--- src/fail_reset_cfg.svh ---
`ifndef FAIL_RESET_CFG_SVH
`define FAIL_RESET_CFG_SVH
// register byte offsets
`define FR_ADDR_MODE        4'h0
`define FR_ADDR_CFG         4'h4
`define FR_ADDR_STATUS      4'h8
// configuration field positions
`define FR_CFG_FORCE        0
`define FR_CFG_DUTY_LO      1
`define FR_CFG_SRST_RO      3
`define FR_CFG_PIN2_LO      4
`define FR_CFG_PIN3_LO      7
`define FR_CFG_THR_LO       10
// reset values and soft-reset mode code
`define FR_RST_FORCE        1'h0
`define FR_RST_DUTY         2'h0
`define FR_RST_SRST_RO      1'h1
`define FR_RST_THR          2'h0
`define FR_RST_MODE_REQ     2'h0
`define FR_MODE_SOFT_RESET  2'h3
// timing
`define FR_CLK_MHZ          40
`define FR_TEST_FILT_US     64
`define FR_TEST_FILT_CYC    (`FR_TEST_FILT_US * `FR_CLK_MHZ)
`define FR_RF_US            10
`define FR_RF_CYC           (`FR_RF_US * `FR_CLK_MHZ)
`define FR_RD_MS            10
`define FR_RD_CYC           (`FR_RD_MS * 1000 * `FR_CLK_MHZ)
`define FR_TICK_US          250
`define FR_TICK_CYC         (`FR_TICK_US * `FR_CLK_MHZ)
`define FR_BLINK_HZ_X100    125
`define FR_BLINK_HALF_TICKS (100000000 / (`FR_BLINK_HZ_X100 * 2 * `FR_TICK_US))
`define FR_PWM_HZ           100
`define FR_PWM_TICKS        (1000000 / (`FR_PWM_HZ * `FR_TICK_US))
`define FR_PWM_DUTY_PCT     20
`define FR_PWM_ON_TICKS     (`FR_PWM_TICKS * `FR_PWM_DUTY_PCT / 100)
`endif

--- src/fail_reset_pkg.sv ---
package fail_reset_pkg;
  typedef enum logic [2:0] {
    MODE_INIT     = 3'h0,
    MODE_NORMAL   = 3'h1,
    MODE_STOP     = 3'h2,
    MODE_SLEEP    = 3'h3,
    MODE_RESTART  = 3'h4,
    MODE_FAILSAFE = 3'h5
  } mode_t;
  typedef enum logic [2:0] {
    PIN_FAIL_OUT = 3'h0,
    PIN_OFF      = 3'h1,
    PIN_WAKE     = 3'h2,
    PIN_LOW_SIDE = 3'h3,
    PIN_HIGH_SIDE= 3'h4
  } pin_cfg_t;
endpackage : fail_reset_pkg

--- src/fail_reset_outputs.sv ---
`timescale 1ns/10ps
`default_nettype none
`include "fail_reset_cfg.svh"
module fail_reset_outputs
  import fail_reset_pkg::*;
#(
  parameter int RESET_DELAY_CYC = `FR_RD_CYC,
  parameter int TICK_CYC        = `FR_TICK_CYC
) (
  input  wire logic        i_clk_sys,
  input  wire logic        i_rstn,
  input  wire logic        i_hsel,
  input  wire logic [31:0] i_haddr,
  input  wire logic [1:0]  i_htrans,
  input  wire logic        i_hwrite,
  input  wire logic [2:0]  i_hsize,
  input  wire logic [31:0] i_hwdata,
  input  wire logic        i_hready,
  output logic      [31:0] o_hrdata,
  output logic             o_hreadyout,
  output logic             o_hresp,
  input  wire logic [2:0]  i_mode,
  input  wire logic        i_failure,
  input  wire logic        i_wd_fail,
  input  wire logic        i_main_regulator_uv,
  input  wire logic        i_pulsed_fail_output_test_pin,
  output logic             o_static_fail_output_o,
  output logic             o_static_fail_output_oe,
  output logic             o_blink_fail_output_o,
  output logic             o_blink_fail_output_oe,
  output logic             o_pulsed_fail_output_test_pin_o,
  output logic             o_pulsed_fail_output_test_pin_oe,
  output logic             o_blink_pin_wake_en,
  output logic             o_pulsed_pin_wake_en,
  output logic             o_test_level,
  output logic             o_reset_output_o,
  output logic             o_reset_output_oe,
  output logic      [1:0]  o_reset_threshold_sel,
  output logic      [1:0]  o_mode_request,
  output logic             o_soft_reset
);
  // ------------------------------------------------------------
  // reset release and pin synchronisers
  // ------------------------------------------------------------
  logic rst_meta_reg, rst_n;
  logic [1:0] uv_sync_reg, test_sync_reg;
  always_ff @(posedge i_clk_sys or negedge i_rstn) begin
    if (!i_rstn) begin
      rst_meta_reg <= 1'b0;
      rst_n        <= 1'b0;
    end else begin
      rst_meta_reg <= 1'b1;
      rst_n        <= rst_meta_reg;
    end
  end
  always_ff @(posedge i_clk_sys or negedge rst_n) begin
    if (!rst_n) begin
      uv_sync_reg   <= 2'h3;
      test_sync_reg <= 2'h3;
    end else begin
      uv_sync_reg   <= {uv_sync_reg[0], i_main_regulator_uv};
      test_sync_reg <= {test_sync_reg[0], i_pulsed_fail_output_test_pin};
    end
  end
  wire uv_level   = uv_sync_reg[1];
  wire test_level = test_sync_reg[1];
  // ------------------------------------------------------------
  // register bus
  // ------------------------------------------------------------
  logic        dp_wr_reg;
  logic [3:0]  dp_addr_reg;
  logic        force_reg, srst_ro_reg;
  logic [1:0]  duty_reg, thr_reg, mode_req_reg;
  pin_cfg_t    pin2_reg, pin3_reg;
  logic        ro_low_reg, test_lvl_reg, soft_reg;
  wire mode_t  mode = mode_t'(i_mode);
  wire addr_ph   = i_hsel & i_hready & i_htrans[1];
  wire in_normal = (mode == MODE_NORMAL);
  wire wr_mode   = dp_wr_reg & (dp_addr_reg == `FR_ADDR_MODE);
  wire wr_cfg    = dp_wr_reg & (dp_addr_reg == `FR_ADDR_CFG) & in_normal;
  wire soft_req  = wr_mode & (i_hwdata[1:0] == `FR_MODE_SOFT_RESET)
                 & (in_normal | (mode == MODE_STOP));
  wire fail_active = i_failure | force_reg;
  wire [31:0] cfg_word = {20'h0, thr_reg, pin3_reg, pin2_reg,
                          srst_ro_reg, duty_reg, force_reg};
  wire [31:0] stat_word = {26'h0, mode, test_lvl_reg, ro_low_reg, fail_active};
  wire [31:0] rd_word = (i_haddr[3:0] == `FR_ADDR_MODE)   ? {30'h0, mode_req_reg} :
                        (i_haddr[3:0] == `FR_ADDR_CFG)    ? cfg_word :
                        (i_haddr[3:0] == `FR_ADDR_STATUS) ? stat_word : 32'h0;
  always_ff @(posedge i_clk_sys or negedge rst_n) begin
    if (!rst_n) begin
      dp_wr_reg   <= 1'b0;
      dp_addr_reg <= 4'h0;
      o_hrdata    <= 32'h0;
    end else begin
      dp_wr_reg   <= addr_ph & i_hwrite & (i_haddr[31:4] == 28'h0);
      dp_addr_reg <= i_haddr[3:0];
      if (addr_ph && !i_hwrite)
        o_hrdata <= (i_haddr[31:4] == 28'h0) ? rd_word : 32'h0;
    end
  end
  assign o_hreadyout = 1'b1;
  assign o_hresp     = 1'b0;
  // ------------------------------------------------------------
  // software registers
  // ------------------------------------------------------------
  always_ff @(posedge i_clk_sys or negedge rst_n) begin
    if (!rst_n) begin
      force_reg    <= `FR_RST_FORCE;
      duty_reg     <= `FR_RST_DUTY;
      srst_ro_reg  <= `FR_RST_SRST_RO;
      thr_reg      <= `FR_RST_THR;
      pin2_reg     <= PIN_FAIL_OUT;
      pin3_reg     <= PIN_FAIL_OUT;
      mode_req_reg <= `FR_RST_MODE_REQ;
    end else if (soft_req) begin
      force_reg    <= `FR_RST_FORCE;
      duty_reg     <= `FR_RST_DUTY;
      srst_ro_reg  <= `FR_RST_SRST_RO;
      thr_reg      <= `FR_RST_THR;
      pin2_reg     <= PIN_FAIL_OUT;
      pin3_reg     <= PIN_FAIL_OUT;
      mode_req_reg <= `FR_RST_MODE_REQ;
    end else begin
      if (wr_mode && i_hwdata[1:0] != `FR_MODE_SOFT_RESET)
        mode_req_reg <= i_hwdata[1:0];
      if (wr_cfg) begin
        force_reg   <= i_hwdata[`FR_CFG_FORCE];
        duty_reg    <= i_hwdata[`FR_CFG_DUTY_LO +: 2];
        srst_ro_reg <= i_hwdata[`FR_CFG_SRST_RO];
        pin2_reg    <= pin_cfg_t'(i_hwdata[`FR_CFG_PIN2_LO +: 3]);
        pin3_reg    <= pin_cfg_t'(i_hwdata[`FR_CFG_PIN3_LO +: 3]);
        thr_reg     <= i_hwdata[`FR_CFG_THR_LO +: 2];
      end
    end
  end
  // soft_reg is cleared by itself one cycle later, only a pulse
  always_ff @(posedge i_clk_sys or negedge rst_n) begin
    if (!rst_n) soft_reg <= 1'b0;
    else        soft_reg <= soft_req;
  end
  assign o_soft_reset          = soft_reg;
  assign o_mode_request        = mode_req_reg;
  assign o_reset_threshold_sel = thr_reg;
  // ------------------------------------------------------------
  // test pin filter
  // ------------------------------------------------------------
  logic [11:0] tf_cnt_reg;
  always_ff @(posedge i_clk_sys or negedge rst_n) begin
    if (!rst_n) begin
      tf_cnt_reg   <= 12'h0;
      test_lvl_reg <= 1'b1;
    end else if (test_level == test_lvl_reg) begin
      tf_cnt_reg <= 12'h0;
    end else if (tf_cnt_reg == 12'(`FR_TEST_FILT_CYC - 1)) begin
      tf_cnt_reg   <= 12'h0;
      test_lvl_reg <= test_level;
    end else begin
      tf_cnt_reg <= tf_cnt_reg + 12'h1;
    end
  end
  assign o_test_level = test_lvl_reg;
  // ------------------------------------------------------------
  // blink and pulse waveforms
  // ------------------------------------------------------------
  logic [13:0] pre_reg;
  logic [11:0] blink_reg;
  logic [5:0]  pwm_reg;
  wire tick = (pre_reg == 14'(TICK_CYC - 1));
  always_ff @(posedge i_clk_sys or negedge rst_n) begin
    if (!rst_n) begin
      pre_reg   <= 14'h0;
      blink_reg <= 12'h0;
      pwm_reg   <= 6'h0;
    end else if (!fail_active) begin
      pre_reg   <= 14'h0;
      blink_reg <= 12'h0;
      pwm_reg   <= 6'h0;
    end else begin
      pre_reg <= tick ? 14'h0 : pre_reg + 14'h1;
      if (tick) begin
        blink_reg <= (blink_reg == 12'(2 * `FR_BLINK_HALF_TICKS - 1)) ? 12'h0
                   : blink_reg + 12'h1;
        pwm_reg   <= (pwm_reg == 6'(`FR_PWM_TICKS - 1)) ? 6'h0 : pwm_reg + 6'h1;
      end
    end
  end
  wire blink_on = fail_active & (blink_reg < 12'(`FR_BLINK_HALF_TICKS));
  wire [5:0] pwm_on_ticks = 6'(`FR_PWM_ON_TICKS) >> duty_reg;
  wire pwm_on = fail_active & (pwm_reg < pwm_on_ticks);
  // ------------------------------------------------------------
  // pin drivers
  // ------------------------------------------------------------
  function automatic logic [1:0] pin_drive(pin_cfg_t cfg, logic fail_output_force, mode_t md);
    logic off_mode;
    off_mode = (md == MODE_RESTART) || (md == MODE_FAILSAFE);
    case (cfg)
      PIN_FAIL_OUT:  pin_drive = {fail_output_force, 1'b0};
      PIN_LOW_SIDE:  pin_drive = {!off_mode, 1'b0};
      PIN_HIGH_SIDE: pin_drive = {!off_mode, !off_mode};
      default:       pin_drive = 2'h0;
    endcase
  endfunction : pin_drive
  logic [1:0] pin2_drv_reg, pin3_drv_reg;
  logic       static_oe_reg, wake2_reg, wake3_reg;
  always_ff @(posedge i_clk_sys or negedge rst_n) begin
    if (!rst_n) begin
      pin2_drv_reg  <= 2'h0;
      pin3_drv_reg  <= 2'h0;
      static_oe_reg <= 1'b0;
      wake2_reg     <= 1'b0;
      wake3_reg     <= 1'b0;
    end else begin
      static_oe_reg <= fail_active;
      pin2_drv_reg  <= pin_drive(pin2_reg, blink_on, mode);
      pin3_drv_reg  <= pin_drive(pin3_reg, pwm_on, mode);
      wake2_reg <= (pin2_reg == PIN_WAKE) && (mode != MODE_FAILSAFE);
      wake3_reg <= (pin3_reg == PIN_WAKE) && (mode != MODE_FAILSAFE);
    end
  end
  assign o_static_fail_output_o           = 1'b0;
  assign o_static_fail_output_oe          = static_oe_reg;
  assign o_blink_fail_output_oe           = pin2_drv_reg[1];
  assign o_blink_fail_output_o            = pin2_drv_reg[0];
  assign o_pulsed_fail_output_test_pin_oe = pin3_drv_reg[1];
  assign o_pulsed_fail_output_test_pin_o  = pin3_drv_reg[0];
  assign o_blink_pin_wake_en              = wake2_reg;
  assign o_pulsed_pin_wake_en             = wake3_reg;
  // ------------------------------------------------------------
  // reset output
  // ------------------------------------------------------------
  // watchdog failure joins undervoltage
  wire rst_event = uv_level | i_wd_fail;
  logic [13:0] rf_cnt_reg;
  logic [19:0] rd_cnt_reg;
  wire rf_done = rst_event & (rf_cnt_reg == 14'(`FR_RF_CYC - 1));
  wire srst_ro = soft_req & srst_ro_reg;
  always_ff @(posedge i_clk_sys or negedge rst_n) begin
    if (!rst_n)          rf_cnt_reg <= 14'h0;
    else if (!rst_event) rf_cnt_reg <= 14'h0;
    else if (!rf_done)   rf_cnt_reg <= rf_cnt_reg + 14'h1;
  end
  // starts low; released only after a full delay without event
  always_ff @(posedge i_clk_sys or negedge rst_n) begin
    if (!rst_n) begin
      ro_low_reg <= 1'b1;
      rd_cnt_reg <= 20'h0;
    end else if (rf_done || srst_ro) begin
      ro_low_reg <= 1'b1;
      rd_cnt_reg <= 20'h0;
    end else if (ro_low_reg) begin
      if (rst_event)
        rd_cnt_reg <= 20'h0;
      else if (rd_cnt_reg == 20'(RESET_DELAY_CYC - 1))
        ro_low_reg <= 1'b0;
      else
        rd_cnt_reg <= rd_cnt_reg + 20'h1;
    end
  end
  assign o_reset_output_o  = 1'b0;
  assign o_reset_output_oe = ro_low_reg;
endmodule : fail_reset_outputs
`default_nettype wire

--- config.mk ---
export PLATFORM = sky130hd
export DESIGN_NAME = fail_reset_outputs
export DESIGN_NICKNAME = d
export VERILOG_FILES = /design/src/fail_reset_pkg.sv /design/src/fail_reset_outputs.sv
export VERILOG_INCLUDE_DIRS = /design/src
export SDC_FILE = /design/constraint.sdc
export NUM_CORES = 1
export LEC_CHECK = 0
export ABC_AREA = 0
export BUFFER_PORTS_ARGS = -buffer_cell sky130_fd_sc_hd__buf_2
export CORE_MARGIN = 1.5
export CORE_UTILIZATION = 50
export CTS_BUF_LIST = sky130_fd_sc_hd__clkbuf_4 sky130_fd_sc_hd__clkbuf_8
export CTS_CLUSTER_SIZE = 14
export DETAILED_ROUTE_END_ITERATION = 6
export PLACE_DENSITY = 0.75
export SYNTH_ARGS = -nofsm -noshare
export SYNTH_HDL_FRONTEND = slang
export SYNTH_SLANG_ARGS = --single-unit
export TNS_END_PERCENT = 100
--- constraint.sdc ---
create_clock -name i_clk_sys -period 4.25 [get_ports i_clk_sys]
set_clock_uncertainty 0.2 [all_clocks]
set_input_delay 1.0625 -clock i_clk_sys [delete_from_list [all_inputs] [get_ports i_clk_sys]]
set_output_delay 1.0625 -clock i_clk_sys [all_outputs]
set_load 0.005 [all_outputs]
==> reports/metrics.yaml, run 1 <==
outcome:
  status: "finished, final reports clean"
pwr:
  powerDensity_nw_per_um2: 334
  comb_power_share_pct: 5.8
  pwr-share-seq_pct: 53.1
  vdd_drop_max_uv: 222
  p_int_mw: 1.75
  leakage_nw: 3.25
  clock_power_share_pct: 41.0
  power_mw: 2.36
  sw_frac_of_total_pct: 26.0
  p_switching_uw: 615
sta:
  final-hold-violation-count: 0
  holdWs_ps: 151
  worst_slew_pin_slew_ps: 908
  finalMaxSlewViolations: 0
  rsz0062_at_grt: "false"
  period_needed_ps: 2920
  timing.fmax_ghz: 0.343
  relSlewSlack_pct: 39.5
  min_period_over_period_pct: 68.6
  fin_tns_setup_ps: 0
  setup_slack_ps: 1330
  setup_violations: 0
worst_hold_path:
  hp-start: "rst_meta_reg$_DFF_PN0_"
  hold_class: "reg2reg"
cells_and_area:
  largest_reg_flops: 20
  final_area_um2: 7070
  fin_nets: 827
  drive_above_1_share_pct: 18.7
  num_antenna_cells: 0
  syn_to_final_growth_pct: 14.1
setup_path:
  cp-startpoint: "rd_cnt_reg[0]$_DFFE_PN0P_"
  end_kind: "flop"
  startpoint_type: "flop"
  critPathArrivalTime_ps: 3040
  r2r_start: "rd_cnt_reg[0]$_DFFE_PN0P_"
  critPathRequiredTime_ps: 4380
  crit_type: "reg2reg"
  crit_fanout: 25
logic_synthesis:
  syn_inst: 648
  synth_area_leaders: "dfrtp_1, nor2_1, nand2_1"
  synth.avg_cell_area_um2: 9.57
  netlist.area_leader.share_pct: 47.6
  synth_seq_area_share_pct: 50.6
  yosys_register_bits: 125
  async_reset_ff_share_pct: 100
  yosysTopAreaCell: "dfrtp_1"
  ys_warn_count: 0
  synth_enable_flop_cells: 0
  synth_cell_type_count: 62
  dominantRegCellSynth: "dfrtp_1"
  syn_area_um2: 6200
place:
  preCtsSetupSlack_ps: 898
  placed_area_um2: 6710
  post-dp-hpwl_um: 9930
  portBuffers: 82
  gp_congestion: 0.885
detailed_routing:
  via_count: 5105
  post-route-drc-count: 0
  routed_wl_um: 13800
  drt_pre_antenna_iters: 5
  drt_iter0_drc: 541
  drt-vias-per-instance: 5.56
  drtAntennaViolNets: 0
  wl_per_cell_um: 15.1
floorplan:
  fp.dieW_um: 114
  die_height_um: 114
  core_area_um2: 12100
  core.rowCount: 40
  io_pins: 131
  die_area_um2: 13100
  start_util_pct: 51.4
cts:
  clock_sinks: 125
  h-tree-depth: 4
  clk_pin_slew_ps: 80
  cts_tree: "done"
  holdBufCountCts: 0
  cts_resized: 0
  numCtsBuffers: 17
  clock_latency_ps: 460
  cts_root_buf: "clkbuf_8"
  clock_path_buffers: 2
  post_cts_buffers: 0
global_route:
  grt_overflow: 0
  grt_max_degree: 60
  grt_pass1_vias: 5015
  grt_pass1_wl_um: 23900
  antenna_found_initial: 0
  grtUsageTotal_pct: 23.5
job:
  cap_violations: 0
## path summary, 6_finish.rpt
kind | cells after the start | endpoint | slack [ps]
min | 0 | rst_n$_DFF_PN0_ | 150
max | 7 | rd_cnt_reg[9]$_DFFE_PN0P_ | 1330
max in group asynchronous | 1 | o_reset_output_oe$_DFF_PN1_ | 2690
min in group asynchronous | 1 | rst_n$_DFF_PN0_ | 180
min reg2reg | 0 | rst_n$_DFF_PN0_ | 150
max reg2reg | 7 | rd_cnt_reg[9]$_DFFE_PN0P_ | 1330
## area by class of cell
cell class	instances	area, µm²
flip-flops and latches	125	3140
clock buffers	18	248
inverters	10	37.5
multi-input cells	495	2860
fillers	1018	4990
clock inverters	14	120
well taps	168	210
repair buffers	88	455
## power by group through the flow
stage	clock, mW	combinational [mW]	sequential [mW]
finish	0.969	0.138	1.26
global route	1.05	0.159	1.26
CTS	0.991	0.138	1.26
detailed placement	0	0.137	1.28
global placement	0	0.131	1.28
floorplan	0	0.0864	1.28
## through the flow
step / std cells / util [%]
floorplan: 671 / -
global placement: 886 / 55.6
detailed placement: 886 / 55.6
CTS: 918 / 58.6
global route: 918 / 58.6
finish: 918 / 58.6
## kinds of logic after synthesis
group                    share of synthesized area (%)
AO/OA/AOI/OAI                                     11.6
XOR/XNOR                                          6.64
adder cells (fa/ha/maj)                           1.82
buffers and inverters                             4.72
flip-flops                                        50.6
multiplexers                                     0.505
other                                            0.121
AND/OR/NAND/NOR                                   23.9
## cells in the final DEF (no fill, tap or decap), types with 10 or more instances in the layout
| cell type | n |
|---|---|
| nor4_1 | 12 |
| a21oi_1 | 22 |
| and3_1 | 19 |
| nand4_1 | 13 |
| xor2_1 | 32 |
| o21ai_1 | 10 |
| clkbuf_8 | 18 |
| buf_2 | 82 |
| nor3_1 | 10 |
| nand2_1 | 75 |
| dfrtp_1 | 117 |
| nand3_1 | 28 |
| o21ai_0 | 36 |
| nor2_1 | 83 |
| conb_1 | 25 |
| xnor2_1 | 15 |
## cells in the mapped netlist, types with 3 or more instances
cell         n
a21oi_1     22
a22o_1       7
a22oi_1      5
a31oi_1      5
and2_1       7
and3_1      19
buf_2        3
buf_4       24
clkbuf_1    12
dfrtp_1    118
dfstp_2      7
ha_1         9
inv_1        9
nand2_1     75
nand2b_1     9
nand3_1     28
nand3b_1     3
nand4_1     13
nand4b_1     3
nor2_1      83
nor2b_1      5
nor3_1      10
nor4_1      13
nor4b_1      7
o2111ai_1    3
o211ai_1     8
o21ai_0     36
o21ai_1     10
or2_2        5
or3_1        5
xnor2_1     15
xor2_1      32
## worst max-delay path: stages, from the launching register on
cell and delay, ps:
dfrtp_1 430, ha_1 280, and4_1 260, nand2_1 100, o41a_1 760, nor2_1 240
o311ai_1 370, o41ai_1 140
## layer usage
metal / track usage [%] / vias to the layer above / share of wire [%]
met4: 12.4 / 0 / 3.5
met5: 0 / - / 0
met2: 36.5 / 161 / 48
li1: - / 2424 / -
met1: 30.6 / 2477 / 44
met3: 6.03 / 43 / 4.8
No activity file was read; power rests on OpenSTA's default activity.
==> inputs of run 2 (changes only) <==
--- a/config.mk
+++ b/config.mk
@@ -13,7 +13,7 @@
 export CTS_BUF_LIST = sky130_fd_sc_hd__clkbuf_4 sky130_fd_sc_hd__clkbuf_8
 export CTS_CLUSTER_SIZE = 14
 export DETAILED_ROUTE_END_ITERATION = 6
-export PLACE_DENSITY = 0.75
+export PLACE_DENSITY = 0.78
 export SYNTH_ARGS = -nofsm -noshare
 export SYNTH_HDL_FRONTEND = slang
 export SYNTH_SLANG_ARGS = --single-unit
==> constraint.sdc (replaced) <==
create_clock -name i_clk_sys -period 2.5 [get_ports i_clk_sys]
set_clock_uncertainty 0.2 [all_clocks]
set_input_delay 0.625 -clock i_clk_sys [delete_from_list [all_inputs] [get_ports i_clk_sys]]
set_output_delay 0.625 -clock i_clk_sys [all_outputs]
set_load 0.005 [all_outputs]
==> reports/metrics.yaml, run 2 (synthesis results as in run 1) <==
outcome:
  status: "finished, final reports clean"  # unchanged
detailed_routing:
  drt_iter0_drc: 540  # was 541
  drtAntennaViolNets: 0  # unchanged
  wl_per_cell_um: 15.5  # was 15.1 µm
  drt_pre_antenna_iters: 6  # was 5
  via_count: 5243  # was 5105
  drt-vias-per-instance: 5.55  # was 5.56
  post-route-drc-count: 0  # unchanged
  routed_wl_um: 14700  # was 13800 µm
floorplan:
  die_area_um2: 13100  # unchanged
  core.rowCount: 40  # unchanged
  io_pins: 131  # unchanged
  fp.dieW_um: 114  # unchanged
  start_util_pct: 51.4  # unchanged
  die_height_um: 114  # unchanged
  core_area_um2: 12100  # unchanged
global_route:
  grt_max_degree: 61  # was 60
  top_usage_layer: "met2"  # unchanged
  grt_pass1_vias: 5237  # was 5015
  grtUsageMet2_pct: 41.7  # was 36.5%
  use_met3_pct: 6.83  # was 6.03%
  grtUsageTotal_pct: 24.1  # was 23.5%
  grt_pass1_wl_um: 24600  # was 23900 µm
  grt_overflow: 0  # unchanged
  antenna_found_initial: 0  # unchanged
  met1_usage_pct: 28.1  # was 30.6%
sta:
  timing.fmax_ghz: 0.411  # was 0.343 GHz
  relSlewSlack_pct: 60.8  # was 39.5%
  holdWs_ps: 68.9  # was 151 ps
  setup_slack_ps: 65.2  # was 1330 ps
  final-hold-violation-count: 0  # unchanged
  rsz0062_at_grt: "true"  # was false
  worst_slew_pin_slew_ps: 588  # was 908 ps
  finalMaxSlewViolations: 0  # unchanged
  min_period_over_period_pct: 97.4  # was 68.6%
  fin_tns_setup_ps: 0  # unchanged
  period_needed_ps: 2430  # was 2920 ps
  setup_violations: 0  # unchanged
setup_path:
  rrSetupSlack_ps: 70  # was 1330 ps
  crit_type: "reg2reg"  # unchanged
  r2r-end: "rd_cnt_reg[8]$_DFFE_PN0P_"  # was rd_cnt_reg[9]$_DFFE_PN0P_
  critPathRequiredTime_ps: 2630  # was 4380 ps
  reg2reg_depth: 8  # was 7
  r2r_start: "rd_cnt_reg[1]$_DFFE_PN0P_"  # was rd_cnt_reg[0]$_DFFE_PN0P_
  startpoint_type: "flop"  # unchanged
  end_kind: "flop"  # unchanged
  crit_fanout: 13  # was 25
  critPathArrivalTime_ps: 2560  # was 3040 ps
pwr:
  clock_power_share_pct: 45.2  # was 41.0%
  comb_power_share_pct: 5.9  # was 5.8%
  leakage_nw: 3.43  # was 3.25 nW
  vdd_drop_max_uv: 375  # was 222 µV
  powerDensity_nw_per_um2: 587  # was 334 nW/µm²
  p_int_mw: 3.28  # was 1.75 mW
  pwr-share-seq_pct: 48.9  # was 53.1%
  sw_frac_of_total_pct: 24.8  # was 26.0%
  p_switching_mw: 1.08  # was 615 µW
place:
  preCtsSetupSlack_ps: 12.1  # was 898 ps
  portBuffers: 82  # unchanged
  gp_congestion: 0.938  # was 0.885
  placed_area_um2: 6910  # was 6710 µm²
  post-dp-hpwl_um: 10600  # was 9930 µm
  dp_cells: 911  # was 886
cells_and_area:
  drive_above_1_share_pct: 22.4  # was 18.7%
  fin_nets: 854  # was 827
  syn_to_final_growth_pct: 19.7  # was 14.1%
  multi_input_area_um2: 2910  # was 2860 µm²
  layout.cells.non_filler: 945  # was 918
  final_common_cell: "dfrtp_1"  # unchanged
  largest_reg_flops: 20  # unchanged
  final_area_um2: 7420  # was 7070 µm²
  nFillCells: 1005  # was 1018
  regArea_um2: 3140  # unchanged
  final_cell_mix: "dfrtp_1, nor2_1, buf_2"  # unchanged
  num_antenna_cells: 0  # unchanged
job:
  cap_violations: 0  # unchanged
cts:
  clock_sinks: 125  # unchanged
  h-tree-depth: 4  # unchanged
  cts_tree: "done"  # unchanged
  clock_latency_ps: 450  # was 460 ps
  clk_pin_slew_ps: 80  # about the same
  numCtsBuffers: 17  # unchanged
  cts_root_buf: "clkbuf_8"  # unchanged
  clock_path_buffers: 2  # unchanged
worst_hold_path:
  hold_end: "uv_sync_reg[0]$_DFF_PN1_"  # was rst_n$_DFF_PN0_
  min_path_cells: 1  # was 0
  hp-start: "i_main_regulator_uv"  # was rst_meta_reg$_DFF_PN0_
  hold_class: "in2reg"  # was reg2reg
## run 2: changes by cell type in the layout (fill, tap and decap cells not counted), sizes merged
cell / before / now
buf: 88 / 114
bufinv: 1 / 4
clkinv: 8 / 4
inv: 11 / 14
dlygate4sd3: 0 / 1
clkbuf: 18 / 17
clkinvlp: 4 / 3
## run 2: layer usage
layer  vias up  routed length, µm
met5         -                  0
met4         0                381
met3        42                780
met2       167               7490
met1      2560               6010
li1       2474                  -
## run 2: layout make-up
type                            instances  area share (%)
Multi-Input combinational cell        495            39.2
Clock buffer                           17            3.15
Tap cell                              168            2.83
Sequential cell                       125            42.3
Inverter                               10           0.506
Timing Repair Buffer                  115            9.12
Clock inverter                         15            2.82
## run 2: critical path, cell delays in order (launching register included)
cell	delay (ps)
dfrtp_1	380
ha_1	200
and4_1	270
nand2_1	90
o41a_1	460
buf_4	200
o211ai_1	240
xor2_1	210
nor2_1	60
## run 2: worst max path at each step
stage | startpoint | to | slack (ps) | cells after the start
2_1_floorplan | i_wd_fail | rd_cnt_reg[4]$_DFFE_PN0P_ | 60 | 7
3_3_place_gp | i_mode[1] | rd_cnt_reg[19]$_DFFE_PN0P_ | 60 | 8
3_5_place_dp | i_wd_fail | rd_cnt_reg[6]$_DFFE_PN0P_ | 10 | 8
4_1_cts | pre_reg[4]$_DFF_PN0_ | blink_reg[8]$_DFFE_PN0P_ | 3 | 5
5_1_grt | pre_reg[6]$_DFF_PN0_ | blink_reg[9]$_DFFE_PN0P_ | -3 | 6
6_report | rd_cnt_reg[1]$_DFFE_PN0P_ | rd_cnt_reg[8]$_DFFE_PN0P_ | 70 | 8
## run 2: metrics by stage
step	utilization, %	power (mW)
global route	61.5	4.53
global placement	57.3	2.41
floorplan	-	2.32
detailed placement	57.3	2.42
finish	61.5	4.36
CTS	61.0	4.39
## run 2: what timing repair did
item / CTS / global route
endpoints found under the hold margin: 2 / 0
buffers inserted: 0 / 1
gates resized for setup: 1 / 10
hold buffers: 1 / 0
setup endpoints to repair: 1 / 21
pin swaps: 0 / 5
cloned: 0 / 0
## run 2: power groups by stage
stage | sequential [mW] | clock, mW | combinational [mW]
floorplan | 2.17 | 0 | 0.147
global placement | 2.16 | 0 | 0.245
detailed placement | 2.17 | 0 | 0.253
CTS | 2.13 | 2.01 | 0.255
global route | 2.14 | 2.09 | 0.296
finish | 2.13 | 1.97 | 0.259
